==> config.mk <==
export PLATFORM = sky130hd
export DESIGN_NAME = cct_timer_core
export DESIGN_NICKNAME = d
export VERILOG_FILES = /design/src/design/cct_timer_core.v
export VERILOG_INCLUDE_DIRS = /design/src /design/src/design
export SDC_FILE = /design/constraint.sdc
export NUM_CORES = 1
export LEC_CHECK = 0
export ABC_CLOCK_PERIOD_IN_PS = 7300
export BUFFER_PORTS_ARGS = -buffer_cell sky130_fd_sc_hd__buf_2
export CORE_MARGIN = 2
export CORE_UTILIZATION = 54
export CTS_CLUSTER_DIAMETER = 100
export DETAILED_ROUTE_END_ITERATION = 6
export GPL_ROUTABILITY_DRIVEN = 0
export GPL_TIMING_DRIVEN = 0
export HOLD_SLACK_MARGIN = 0.02
export PLACE_DENSITY = 0.77
export SETUP_SLACK_MARGIN = 0.4
export SYNTH_ARGS = -nofsm -noshare
export SYNTH_HDL_FRONTEND = slang
export SYNTH_SLANG_ARGS = --single-unit
==> constraint.sdc <==
create_clock -name core_clk -period 7.3 [get_ports core_clk]
set_clock_uncertainty 0.15 [all_clocks]
set_input_delay 0.365 -clock core_clk [delete_from_list [all_inputs] [get_ports core_clk]]
set_output_delay 0.365 -clock core_clk [all_outputs]
set_load 0.03 [all_outputs]
==> src/design/cct_defs.vh <==
`ifndef CCT_DEFS_VH
`define CCT_DEFS_VH

// register addresses on the internal byte bus
`define CCT_ADDR_CAPCMP_CTRL  16'hff33
`define CCT_ADDR_TIMER_CTRL   16'hff5f
`define CCT_ADDR_COUNT_LO     16'hff20
`define CCT_ADDR_COUNT_HI     16'hff21
`define CCT_ADDR_COMPARE_LO   16'hff22
`define CCT_ADDR_COMPARE_HI   16'hff23
`define CCT_ADDR_CAPCMP_LO    16'hff24
`define CCT_ADDR_CAPCMP_HI    16'hff25
`define CCT_ADDR_CAPTURE_LO   16'hff26
`define CCT_ADDR_CAPTURE_HI   16'hff27
`define CCT_ADDR_PRESCALER    16'hff28
`define CCT_ADDR_OUTCTL       16'hff29

// reset values
`define CCT_RST_TIMER_CTRL    8'h00
`define CCT_RST_CAPCMP_CTRL   8'h10
`define CCT_RST_PRESCALER     8'h11
`define CCT_RST_OUTCTL        8'h00

// timer_control fields
`define CCT_TC_WIDTH          4
`define CCT_TC_ONESHOT        5
`define CCT_TC_OVF            6
`define CCT_TC_ENABLE         7

// capture_compare_control fields
`define CCT_CC_CAPCMP_SEL     0
`define CCT_CC_MATCH_CLR      2
`define CCT_CC_CAPTURE_CLR    3
`define CCT_CC_MODE_LO        5
`define CCT_CC_MODE_HI        6

// output control fields (upper nibble)
`define CCT_OC_LEVEL_A        4
`define CCT_OC_ENABLE_A       5
`define CCT_OC_LEVEL_B        6
`define CCT_OC_ENABLE_B       7

// prescaler select codes
`define CCT_PRE_EXT_SEL       4'hf
`define CCT_PRE_MAX_SEL       4'h8

`endif

==> src/design/cct_timer_core.v <==
// Operation
// - trigger a edge copies counter into capture
// - width bit picks 8 or 16 bits
// - edges give interrupts, captures, event clock
// - outputs invert on compare or capcmp match
// - output control upper nibble drives outputs
// - disabled outputs show fixed programmed level
// - count clock: prescaler or trigger b edge
// - counter and capture are read only
// - mode bit: normal or one shot
// - full count wraps, sets overflow flag
// - overflow flag cleared only by software
// - enable: clear on first tick, count after
// - disable: counter zero, captures, matches stop
// - rewriting enable one changes nothing
// - reset: counter zero, stopped, control defaults
// - auto clear waits for next count tick
// - match clear on capcmp compare match
// - capture clear after trigger a capture
// - output mode: toggle, pwm, ppg
// - compare match raises compare interrupt
// - one shot halts full, restarts on clear
`timescale 1ns/1ps
`include "cct_defs.vh"

module cct_timer_core (
   input  wire        core_clk,         // 200 MHz system clock
   input  wire        rst,              // async reset, active high
   input  wire [15:0] bus_addr,         // register byte address
   input  wire [7:0]  bus_wdata,        // write data
   input  wire        bus_wr,           // write strobe
   input  wire        bus_rd,           // read strobe
   output reg  [7:0]  bus_rdata,        // read data, one cycle later
   input  wire        trigger_input_a,  // external trigger pin a
   input  wire        trigger_input_b,  // external trigger pin b
   input  wire [1:0]  edge_sel_a,       // bit0 rising, bit1 falling
   input  wire [1:0]  edge_sel_b,       // bit0 rising, bit1 falling
   output reg         irq_trigger_a,    // edge a request pulse
   output reg         irq_trigger_b,    // edge b request pulse
   output reg         compare_irq,      // compare match pulse
   output reg         cap_cmp_irq,      // capcmp match pulse
   output reg         timer_out_a,      // timer output pin a
   output reg         timer_out_b       // timer output pin b
);

   reg  [7:0]  timer_control;
   reg         overflow_flag;
   reg  [7:0]  capture_compare_control;
   reg  [7:0]  prescaler_mode_reg;
   reg  [7:0]  output_control_reg;
   reg  [15:0] count_reg;
   reg  [15:0] compare_reg;
   reg  [15:0] cap_cmp_reg;
   reg  [15:0] capture_reg;
   reg         started;
   reg         clr_pend;
   reg  [9:0]  pre_cnt;
   reg         pre_tick;
   reg  [1:0]  pin_s1;
   reg  [1:0]  pin_s2;
   reg  [1:0]  pin_d;
   reg  [1:0]  edge_evt;
   reg         match0_q;
   reg         match1_q;

   wire [1:0]  pins     = {trigger_input_b, trigger_input_a};
   wire [3:0]  edge_cfg = {edge_sel_b, edge_sel_a};
   wire        width_select    = timer_control[`CCT_TC_WIDTH];
   wire        one_shot_select = timer_control[`CCT_TC_ONESHOT];
   wire        count_enable    = timer_control[`CCT_TC_ENABLE];
   wire        cap_cmp_select  = capture_compare_control[`CCT_CC_CAPCMP_SEL];
   wire        match_clear_en  = capture_compare_control[`CCT_CC_MATCH_CLR];
   wire        capture_clear_en = capture_compare_control[`CCT_CC_CAPTURE_CLR];
   wire        out_mode_lo     = capture_compare_control[`CCT_CC_MODE_LO];
   wire        out_mode_hi     = capture_compare_control[`CCT_CC_MODE_HI];
   wire [1:0]  out_mode        = {out_mode_hi, out_mode_lo};
   wire [3:0]  pre_sel         = prescaler_mode_reg[7:4];

   // bus decode
   wire wr_tc   = bus_wr & (bus_addr == `CCT_ADDR_TIMER_CTRL);
   wire wr_cc   = bus_wr & (bus_addr == `CCT_ADDR_CAPCMP_CTRL);
   wire wr_pre  = bus_wr & (bus_addr == `CCT_ADDR_PRESCALER);
   wire wr_oc   = bus_wr & (bus_addr == `CCT_ADDR_OUTCTL);
   wire wr_c0lo = bus_wr & (bus_addr == `CCT_ADDR_COMPARE_LO);
   wire wr_c0hi = bus_wr & (bus_addr == `CCT_ADDR_COMPARE_HI);
   wire wr_c1lo = bus_wr & (bus_addr == `CCT_ADDR_CAPCMP_LO);
   wire wr_c1hi = bus_wr & (bus_addr == `CCT_ADDR_CAPCMP_HI);

   // width mask and counter arithmetic
   wire [15:0] wmask    = width_select ? 16'hffff : 16'h00ff;
   wire [15:0] cnt_inc  = (count_reg + 16'h0001) & wmask;
   wire        cnt_full = (count_reg == wmask);
   wire        running  = count_enable & started;
   wire        halted   = one_shot_select & overflow_flag;

   // count clock selection
   wire        ext_clk    = (pre_sel == `CCT_PRE_EXT_SEL);
   wire        count_tick = ext_clk ? edge_evt[1] : pre_tick;

   // capture triggers only while counting
   wire cap_a = running & edge_evt[0];
   wire cap_b = running & edge_evt[1] & cap_cmp_select;

   // match levels, gated off while stopped
   wire match0_lvl = running & (count_reg == (compare_reg & wmask));
   wire match1_lvl = running & ~cap_cmp_select & (count_reg == (cap_cmp_reg & wmask));
   wire match0_evt = match0_lvl & ~match0_q;
   wire match1_evt = match1_lvl & ~match1_q;

   // automatic clear sources
   wire clr_src = (match1_evt & match_clear_en)
                | (cap_a & capture_clear_en)
                | (cap_b & match_clear_en);

   // overflow event
   wire adv     = count_tick & running & ~clr_pend & ~halted;
   wire ovf_set = adv & (one_shot_select ? ((cnt_inc == wmask) & ~cnt_full)
                                         : cnt_full);
   wire tc_clr_ovf = wr_tc & ~bus_wdata[`CCT_TC_OVF];

   // prescaler divide mask: 4 << sel system clocks, sel above 8 taken as 8
   wire [3:0] pre_shift = (pre_sel > `CCT_PRE_MAX_SEL) ? 4'h0 : (`CCT_PRE_MAX_SEL - pre_sel);
   wire [9:0] pre_mask  = 10'h3ff >> pre_shift;

   // prescaler counter and tick pulse
   always @(posedge core_clk or posedge rst) begin
      if (rst) begin
         pre_cnt  <= 10'h000;
         pre_tick <= 1'b0;
      end else begin
         pre_cnt  <= pre_cnt + 10'h001;
         pre_tick <= ((pre_cnt & pre_mask) == pre_mask);
      end
   end

   // synchronisers and edge detectors per trigger input
   genvar gi;
   generate
      for (gi = 0; gi < 2; gi = gi + 1) begin : g_edge
         wire rise = pin_s2[gi] & ~pin_d[gi];
         wire fall = ~pin_s2[gi] & pin_d[gi];
         always @(posedge core_clk or posedge rst) begin
            if (rst) begin
               pin_s1[gi]   <= 1'b0;
               pin_s2[gi]   <= 1'b0;
               pin_d[gi]    <= 1'b0;
               edge_evt[gi] <= 1'b0;
            end else begin
               pin_s1[gi]   <= pins[gi];
               pin_s2[gi]   <= pin_s1[gi];
               pin_d[gi]    <= pin_s2[gi];
               edge_evt[gi] <= (edge_cfg[2*gi] & rise) | (edge_cfg[2*gi+1] & fall);
            end
         end
      end
   endgenerate

   // control registers
   always @(posedge core_clk or posedge rst) begin
      if (rst) begin
         timer_control           <= `CCT_RST_TIMER_CTRL;
         capture_compare_control <= `CCT_RST_CAPCMP_CTRL;
         prescaler_mode_reg      <= `CCT_RST_PRESCALER;
         output_control_reg      <= `CCT_RST_OUTCTL;
         overflow_flag           <= 1'b0;
      end else begin
         if (wr_tc)
            timer_control <= bus_wdata;
         if (wr_cc)
            capture_compare_control <= bus_wdata;
         if (wr_pre)
            prescaler_mode_reg <= bus_wdata;
         if (wr_oc)
            output_control_reg <= bus_wdata;
         // set beats a simultaneous software clear
         overflow_flag <= ovf_set | (overflow_flag & ~tc_clr_ovf);
      end
   end

   // counter, start sequence and auto clear
   always @(posedge core_clk or posedge rst) begin
      if (rst) begin
         count_reg <= 16'h0000;
         started   <= 1'b0;
         clr_pend  <= 1'b0;
      end else if (wr_tc & ~bus_wdata[`CCT_TC_ENABLE]) begin
         count_reg <= 16'h0000;
         started   <= 1'b0;
         clr_pend  <= 1'b0;
      end else if (wr_tc & ~count_enable) begin
         count_reg <= 16'h0000;
         started   <= 1'b0;
         clr_pend  <= 1'b0;
      end else if (halted & tc_clr_ovf) begin
         count_reg <= 16'h0000;
         clr_pend  <= 1'b0;
      end else begin
         if (count_tick & count_enable & ~started) begin
            count_reg <= 16'h0000;
            started   <= 1'b1;
         end else if (count_tick & running & clr_pend) begin
            count_reg <= 16'h0000;
         end else if (adv & (halted | (one_shot_select & cnt_full))) begin
            count_reg <= count_reg;
         end else if (adv) begin
            count_reg <= cnt_inc;
         end
         // a clear source held until the next count tick
         if (clr_src)
            clr_pend <= 1'b1;
         else if (count_tick & running)
            clr_pend <= 1'b0;
      end
   end

   // compare, capcmp and capture registers
   always @(posedge core_clk or posedge rst) begin
      if (rst) begin
         compare_reg <= 16'h0000;
         cap_cmp_reg <= 16'h0000;
         capture_reg <= 16'h0000;
      end else begin
         if (wr_c0lo)
            compare_reg[7:0] <= bus_wdata;
         if (wr_c0hi)
            compare_reg[15:8] <= bus_wdata;
         if (cap_b)
            cap_cmp_reg <= count_reg;
         else if (wr_c1lo)
            cap_cmp_reg[7:0] <= bus_wdata;
         else if (wr_c1hi)
            cap_cmp_reg[15:8] <= bus_wdata;
         if (cap_a)
            capture_reg <= count_reg;
      end
   end

   // match edge tracking and request pulses
   always @(posedge core_clk or posedge rst) begin
      if (rst) begin
         match0_q      <= 1'b0;
         match1_q      <= 1'b0;
         irq_trigger_a <= 1'b0;
         irq_trigger_b <= 1'b0;
         compare_irq   <= 1'b0;
         cap_cmp_irq   <= 1'b0;
      end else begin
         match0_q      <= match0_lvl;
         match1_q      <= match1_lvl;
         irq_trigger_a <= edge_evt[0];
         irq_trigger_b <= edge_evt[1];
         compare_irq   <= match0_evt;
         cap_cmp_irq   <= match1_evt;
      end
   end

   // output control for both timer pins
   wire en_a  = output_control_reg[`CCT_OC_ENABLE_A];
   wire lvl_a = output_control_reg[`CCT_OC_LEVEL_A];
   wire en_b  = output_control_reg[`CCT_OC_ENABLE_B];
   wire lvl_b = output_control_reg[`CCT_OC_LEVEL_B];

   always @(posedge core_clk or posedge rst) begin
      if (rst) begin
         timer_out_a <= 1'b0;
         timer_out_b <= 1'b0;
      end else begin
         if (~en_a) begin
            timer_out_a <= lvl_a;
         end else begin
            case (out_mode)
               2'b00: begin
                  if (match0_evt)
                     timer_out_a <= ~timer_out_a;
               end
               2'b01, 2'b10: begin
                  if (match0_evt)
                     timer_out_a <= lvl_a;
                  else if (ovf_set)
                     timer_out_a <= ~lvl_a;
               end
               2'b11: begin
                  if (match0_evt)
                     timer_out_a <= lvl_a;
                  else if (match1_evt)
                     timer_out_a <= ~lvl_a;
               end
               default: timer_out_a <= lvl_a;
            endcase
         end
         if (~en_b) begin
            timer_out_b <= lvl_b;
         end else if (out_mode == 2'b10) begin
            if (match1_evt)
               timer_out_b <= lvl_b;
            else if (ovf_set)
               timer_out_b <= ~lvl_b;
         end else if (match1_evt) begin
            timer_out_b <= ~timer_out_b;
         end
      end
   end

   // registered read data; counter and capture have no write path
   always @(posedge core_clk or posedge rst) begin
      if (rst) begin
         bus_rdata <= 8'h00;
      end else if (bus_rd) begin
         case (bus_addr)
            `CCT_ADDR_TIMER_CTRL:  bus_rdata <= {timer_control[7], overflow_flag,
                                                 timer_control[5:0]};
            `CCT_ADDR_CAPCMP_CTRL: bus_rdata <= capture_compare_control;
            `CCT_ADDR_PRESCALER:   bus_rdata <= prescaler_mode_reg;
            `CCT_ADDR_OUTCTL:      bus_rdata <= output_control_reg;
            `CCT_ADDR_COUNT_LO:    bus_rdata <= count_reg[7:0];
            `CCT_ADDR_COUNT_HI:    bus_rdata <= count_reg[15:8];
            `CCT_ADDR_COMPARE_LO:  bus_rdata <= compare_reg[7:0];
            `CCT_ADDR_COMPARE_HI:  bus_rdata <= compare_reg[15:8];
            `CCT_ADDR_CAPCMP_LO:   bus_rdata <= cap_cmp_reg[7:0];
            `CCT_ADDR_CAPCMP_HI:   bus_rdata <= cap_cmp_reg[15:8];
            `CCT_ADDR_CAPTURE_LO:  bus_rdata <= capture_reg[7:0];
            `CCT_ADDR_CAPTURE_HI:  bus_rdata <= capture_reg[15:8];
            default:               bus_rdata <= 8'h00;
         endcase
      end
   end

endmodule // cct_timer_core

Word level (Yosys, flattened, before mapping)
Cells that the tools add are included.
{"block": "word_totals", "regBits": 134, "input_bits": 34, "out_inout_bits": 14, "wordCells": 188}
{"block": "classes", "n_addsub": 3, "order_cmp": 1, "n_eq_ne": 29, "n_shift": 1, "mux": 37, "bitwise_logic": 73, "reduce_logical": 12}
{"operator": "$eq 16x16->1 const B", "n": 12}
{"operator": "$mux 16", "n": 9}
{"operator": "$pmux 8 s12", "n": 1}
{"operator": "$eq 16x16->1", "n": 4}
{"operator": "$and 16x16->16", "n": 3}
{"operator": "$and 1x1->1", "n": 44}
{"operator": "$mux 8", "n": 3}
{"operator": "$mux 1", "n": 22}
{"operator": "$not 1->1", "n": 19}
{"operator": "$add 16x1->16 const B", "n": 1}
{"operator": "$add 10x1->10 const B", "n": 1}
{"operator": "$and 10x10->10", "n": 1}
{"operator": "$eq 10x10->1", "n": 1}
{"operator": "$shr 10x4->10 const A", "n": 1}
{"operator": "$ne 4x4->1 const B", "n": 2}
{"operator": "$reduce_and 2->1", "n": 4}
{"operator": "$ne 3x1->1 const B", "n": 2}
{"operator": "$ne 3x3->1 const B", "n": 2}
{"operator": "$ne 6x6->1 const B", "n": 1}
{"operator": "$or 1x1->1", "n": 6}
{"operator": "$reduce_bool 6->1", "n": 1}
{"operator": "$reduce_bool 5->1", "n": 1}
{"operator": "$eq 2x2->1 const B", "n": 2}
{"operator": "$eq 4x4->1 const B", "n": 1}
{"operator": "11 further kinds", "n": 12}

Logic depth before layout (Yosys ltp)
{"block": "logic_depth", "word_depth": 12, "mapped_depth": 10, "depth_no_buf": 9}

Least setup slack after synthesis
No wires, ideal clock.
{"block": "synth_path", "path_type": "reg-to-reg", "startpoint": "register count_reg[1]", "endpoint": "register timer_out_a", "setup_ps": 123, "arrival_ps": 2284, "t_required_ps": 7027, "path_slack_ps": 4743, "path_stages_with_launch": 10, "period_less_slack_ps": 2557, "path_cell_list": "dfrtp_1 -> ha_1 -> nand3_2 -> or4_4 -> a2111oi_4 -> o221ai_2 -> a31oi_4 -> o221ai_2 -> a221oi_2 -> nand2_1"}
{"block": "synth_between", "elab_chain_len": 8, "word_cells_on_any_way": 22, "classes_between": "add/sub: 1; eq/ne: 7; mux: 5; bitwise: 8; reduce/logical: 1"}
{"item": "from (decl)", "line": "cct_timer_core.v:51", "rtl": "reg [15:0] count_reg;"}
{"item": "from (signal assigned)", "line": "cct_timer_core.v:204", "rtl": "count_reg <= count_reg;"}
{"item": "from (signal assigned)", "line": "cct_timer_core.v:206", "rtl": "count_reg <= cnt_inc;"}
{"item": "$add 16x1->16", "line": "cct_timer_core.v:91", "rtl": "wire [15:0] cnt_inc = (count_reg + 16'h0001) & wmask;"}
{"item": "$and 16x16->16", "line": "cct_timer_core.v:91"}
{"item": "$eq 16x16->1", "line": "cct_timer_core.v:117", "rtl": "wire ovf_set = adv & (one_shot_select ? ((cnt_inc == wmask) & ~cnt_full)"}
{"item": "$and 1x1->1", "line": "cct_timer_core.v:117"}
{"item": "$mux 1", "line": "cct_timer_core.v:117"}
{"item": "$and 1x1->1", "line": "cct_timer_core.v:117"}
{"item": "$ne 4x4->1 (no line)"}
{"item": "$reduce_and 3->1 (no line)"}
{"item": "to (signal assigned)", "line": "cct_timer_core.v:269", "rtl": "timer_out_a <= lvl_a;"}
{"item": "to (signal assigned)", "line": "cct_timer_core.v:274", "rtl": "timer_out_a <= ~timer_out_a;"}
{"item": "to (signal assigned)", "line": "cct_timer_core.v:278", "rtl": "timer_out_a <= lvl_a;"}
{"item": "to (decl)", "line": "cct_timer_core.v:42", "rtl": "output reg timer_out_a,"}
Several ways; a longest one is shown, not always the timed one.
A chain may end at the register's enable or synchronous reset.

Worst setup path in the final report
{"block": "layout_path", "startpoint": "register count_reg[14]", "endpoint": "register count_reg[10]"}
{"block": "layout_between", "elab_chain_len": 6}
{"item": "$eq 16x16->1", "line": "cct_timer_core.v:92", "rtl": "wire cnt_full = (count_reg == wmask);"}
{"item": "$and 1x1->1", "line": "cct_timer_core.v:203", "rtl": "end else if (adv & (halted | (one_shot_select & cnt_full))) begin"}
{"item": "$or 1x1->1", "line": "cct_timer_core.v:203"}
{"item": "$and 1x1->1", "line": "cct_timer_core.v:203"}
{"item": "$ne 6x6->1 (no line)"}
{"item": "$reduce_and 2->1 (no line)"}
No other way between the ends.

==> impl_metrics.toml <==
[min_path]
min_to = "edge_evt[1]"
worstHoldPathCells = 3
hold_path.class = "primary input to flop"
worstHoldStart = "edge_sel_b[1]"

[clock_network]
clock_latency_ns = 0.43
clock-sinks = 133
htree_levels = 4
cts_root_buf = "clkbuf_16"
clockBufferDepth = 2
cts_buffers = 17
cts_resized = 0
clk_pin_slew_ns = 0.06
cts_tree = "built"

[synthesis]
synth.distinct_cells = 72
synth_edf_count = 0
netlist_instances = 685
netlist_area_sq_um = 7140
ys_seq_area_share_pct = 46.6
yosys.area.top_type_share_pct = 45.5
ys_top_cells_by_area = "dfrtp_1 46%, mux2_1 7.1%, nand2_1 3.2%, xor2_1 2.9%, mux2_2 2.7%"
synth_area_leader_cell = "dfrtp_1"
synth_top_flop_cell = "dfrtp_1"
syn_nets = 728
syn_area_per_cell_sq_um = 10.4
yosys_warnings = 0
ys_async_sr_fraction_pct = 100
synth-seq-cells = 133

[critical_path]
critPathLaunchType = "flop"
worstPathCellList = "clkbuf_1, clkbuf_1, nand2_1, nor4_1, o211ai_1, nand4_4, clkbuf_1, nor3_1, o21ai_1, a21oi_1"
cp.required_ns = 7.43
rrSetupSlack_ns = 4.00
cp-end-kind = "flop"
cpMostUsedCell = "clkbuf_1"
r2r_cells = 10
r2r_start = "count_reg[14]"
crit_fanout = 10
arrival_ns = 3.42
slowest_stage = "clkbuf_1"
criticalPathCategory = "flop to flop"
critPathMaxStageDelay_ns = 0.50
timing.rr.end = "count_reg[10]"

[drt]
wire_per_inst_microns = 21.4
wl_met2_microns = 9600
vias_per_cell = 6.55
route.top_layer_used = "met4"
vias = 6159
drc = 0
wl_microns = 20100
drtAntennaViolNets = 0
dr.pass1.iters = 7
wl_met1_microns = 7530
routed-wl-met3_microns = 2110
drt_iter0_markers = 883

[sta]
relSlewSlack_pct = 2.66
setup_tns_ns = 0
setup_ws_ns = 4.00
tightest_slew_ns = 1.45
fmax_ghz = 0.303
period_needed_ns = 3.30
finalCritPeriodShare_pct = 45.2
rsz0062_at_grt = "false"
holdWs_ns = 0.0235
setup_viol_count_final = 0
hold_violations = 0
finalMaxSlewViolations = 0

[placement]
hpwl_microns = 13900
place_ws_ns = 4.13
portBuffers = 43

[grt]
grt_remaining_overflow = 0
grt_pass1_vias = 5998
antenna_found_initial = 0
grt_pass1_wl_microns = 31900
track_usage_pct = 29.4
grt_max_degree = 105

[floorplanning]
start_util_pct = 54.6
die_h_microns = 119
core_area_sq_um = 13100
num_rows = 42
dieWidth_microns = 119
die_area_sq_um = 14200
ios = 48

[finish]
mostFrequentLayoutCell = "dfrtp_1"
num-nets-final = 794
layout_common_cells = "130 x dfrtp_1, 60 x nand2_1, 47 x buf_2, 45 x mux2_1, 43 x nor2_1"
n_antenna_cell = 0
layout-drive-gt1-share_pct = 16.2
final_core_util_pct = 62.9
areaGrowthSynthToFinish_pct = 15.3

[power_and_ir_drop]
irDropWorstVdd_mv = 0.150
leakage_nw = 3.68
p_total_w = 0.00164
cellPowerDensity_nw_per_um2 = 199

[run]
cap_violations = 0

[outcome]
status = "completed"
[stage by stage]
stage,instances,cell area [sq um]
3_5_place_dp,905,7610
6_report,940,8230
3_3_place_gp,904,7580
4_1_cts,940,8230
2_1_floorplan,685,7140
5_1_grt,940,8230
[Yosys cell counts, types with 5 or more instances]
cell,number
nand3_1,17
a211oi_1,5
o21ai_0,11
mux2_1,45
nand4_1,15
a222oi_1,13
o21ai_1,26
nor2b_1,15
a22o_1,9
a22oi_1,19
nand2_1,60
nand3b_1,6
mux2i_1,16
xor2_1,24
ha_1,9
inv_1,29
a21oi_1,16
dfrtp_1,130
clkbuf_1,26
mux2_2,17
nor3_1,12
and2_1,6
xnor2_1,11
nor2_1,43
o22ai_1,11
nor4_1,9
[per-layer routing]
metal	global-route usage (%)	vias up
li1	-	2649
met1	36.2	3013
met2	47.6	399
met3	8.24	98
met4	14.1	0
met5	0	-
[cell families (layout without fill, tap and decap cells)]
kind of cell / after synthesis / count (layout) / share of synthesized area, %
mux: 78 / 78 / 12.0
compound gates: 150 / 150 / 15.4
fa+ha+maj: 9 / 9 / 1.58
flops: 133 / 133 / 46.6
buf+inv: 67 / 146 / 4.12
xor+xnor: 35 / 35 / 4.29
simple gates: 213 / 213 / 15.9
[area by class of cell]
class / count / area [sq um]
Inverter: 30 / 118
Fill cell: 1028 / 4850
Timing Repair Buffer: 47 / 273
Sequential cell: 133 / 3330
Clock buffer: 19 / 443
Multi-Input combinational cell: 485 / 3520
Buffer: 37 / 181
Tap cell: 176 / 220
Clock inverter: 13 / 150
[worst max-delay path by stage]
stage / slack, ns / to / from / cells after the start
final: 4.00 / count_reg[10] / count_reg[14] / 10
after global placement: 1.99 / compare_reg[9] / rst / 2
after CTS: 4.15 / count_reg[10] / count_reg[14] / 10
after floorplan: 3.24 / bus_rdata[0] / rst / 1
after detailed placement: 4.13 / prescaler_mode_reg[6] / bus_addr[4] / 6
after global routing: 3.82 / count_reg[10] / count_reg[14] / 10
[worst max-delay path: cells and delay by family, from the launching register on]
family / cells / cell delay [ns]
buffers and inverters: 3 / 1.29
AND/OR/NAND/NOR: 4 / 0.89
AO/OA/AOI/OAI: 3 / 0.49
flip-flops: 1 / 0.32
[where the power goes]
group | switching, W | total, W | internal, W
registers | 0.00000181 | 0.000743 | 0.000741
clock network | 0.000337 | 0.000853 | 0.000516
logic | 0.0000304 | 0.0000421 | 0.0000117
[what timing repair did]
action                                  in CTS  in global routing
hold buffers                                 3                  0
endpoints found under the setup margin       0                  0
endpoints found under the hold margin       31                  0
buffers inserted                             0                  0
Note: power is estimated with default switching activity, not from simulation.
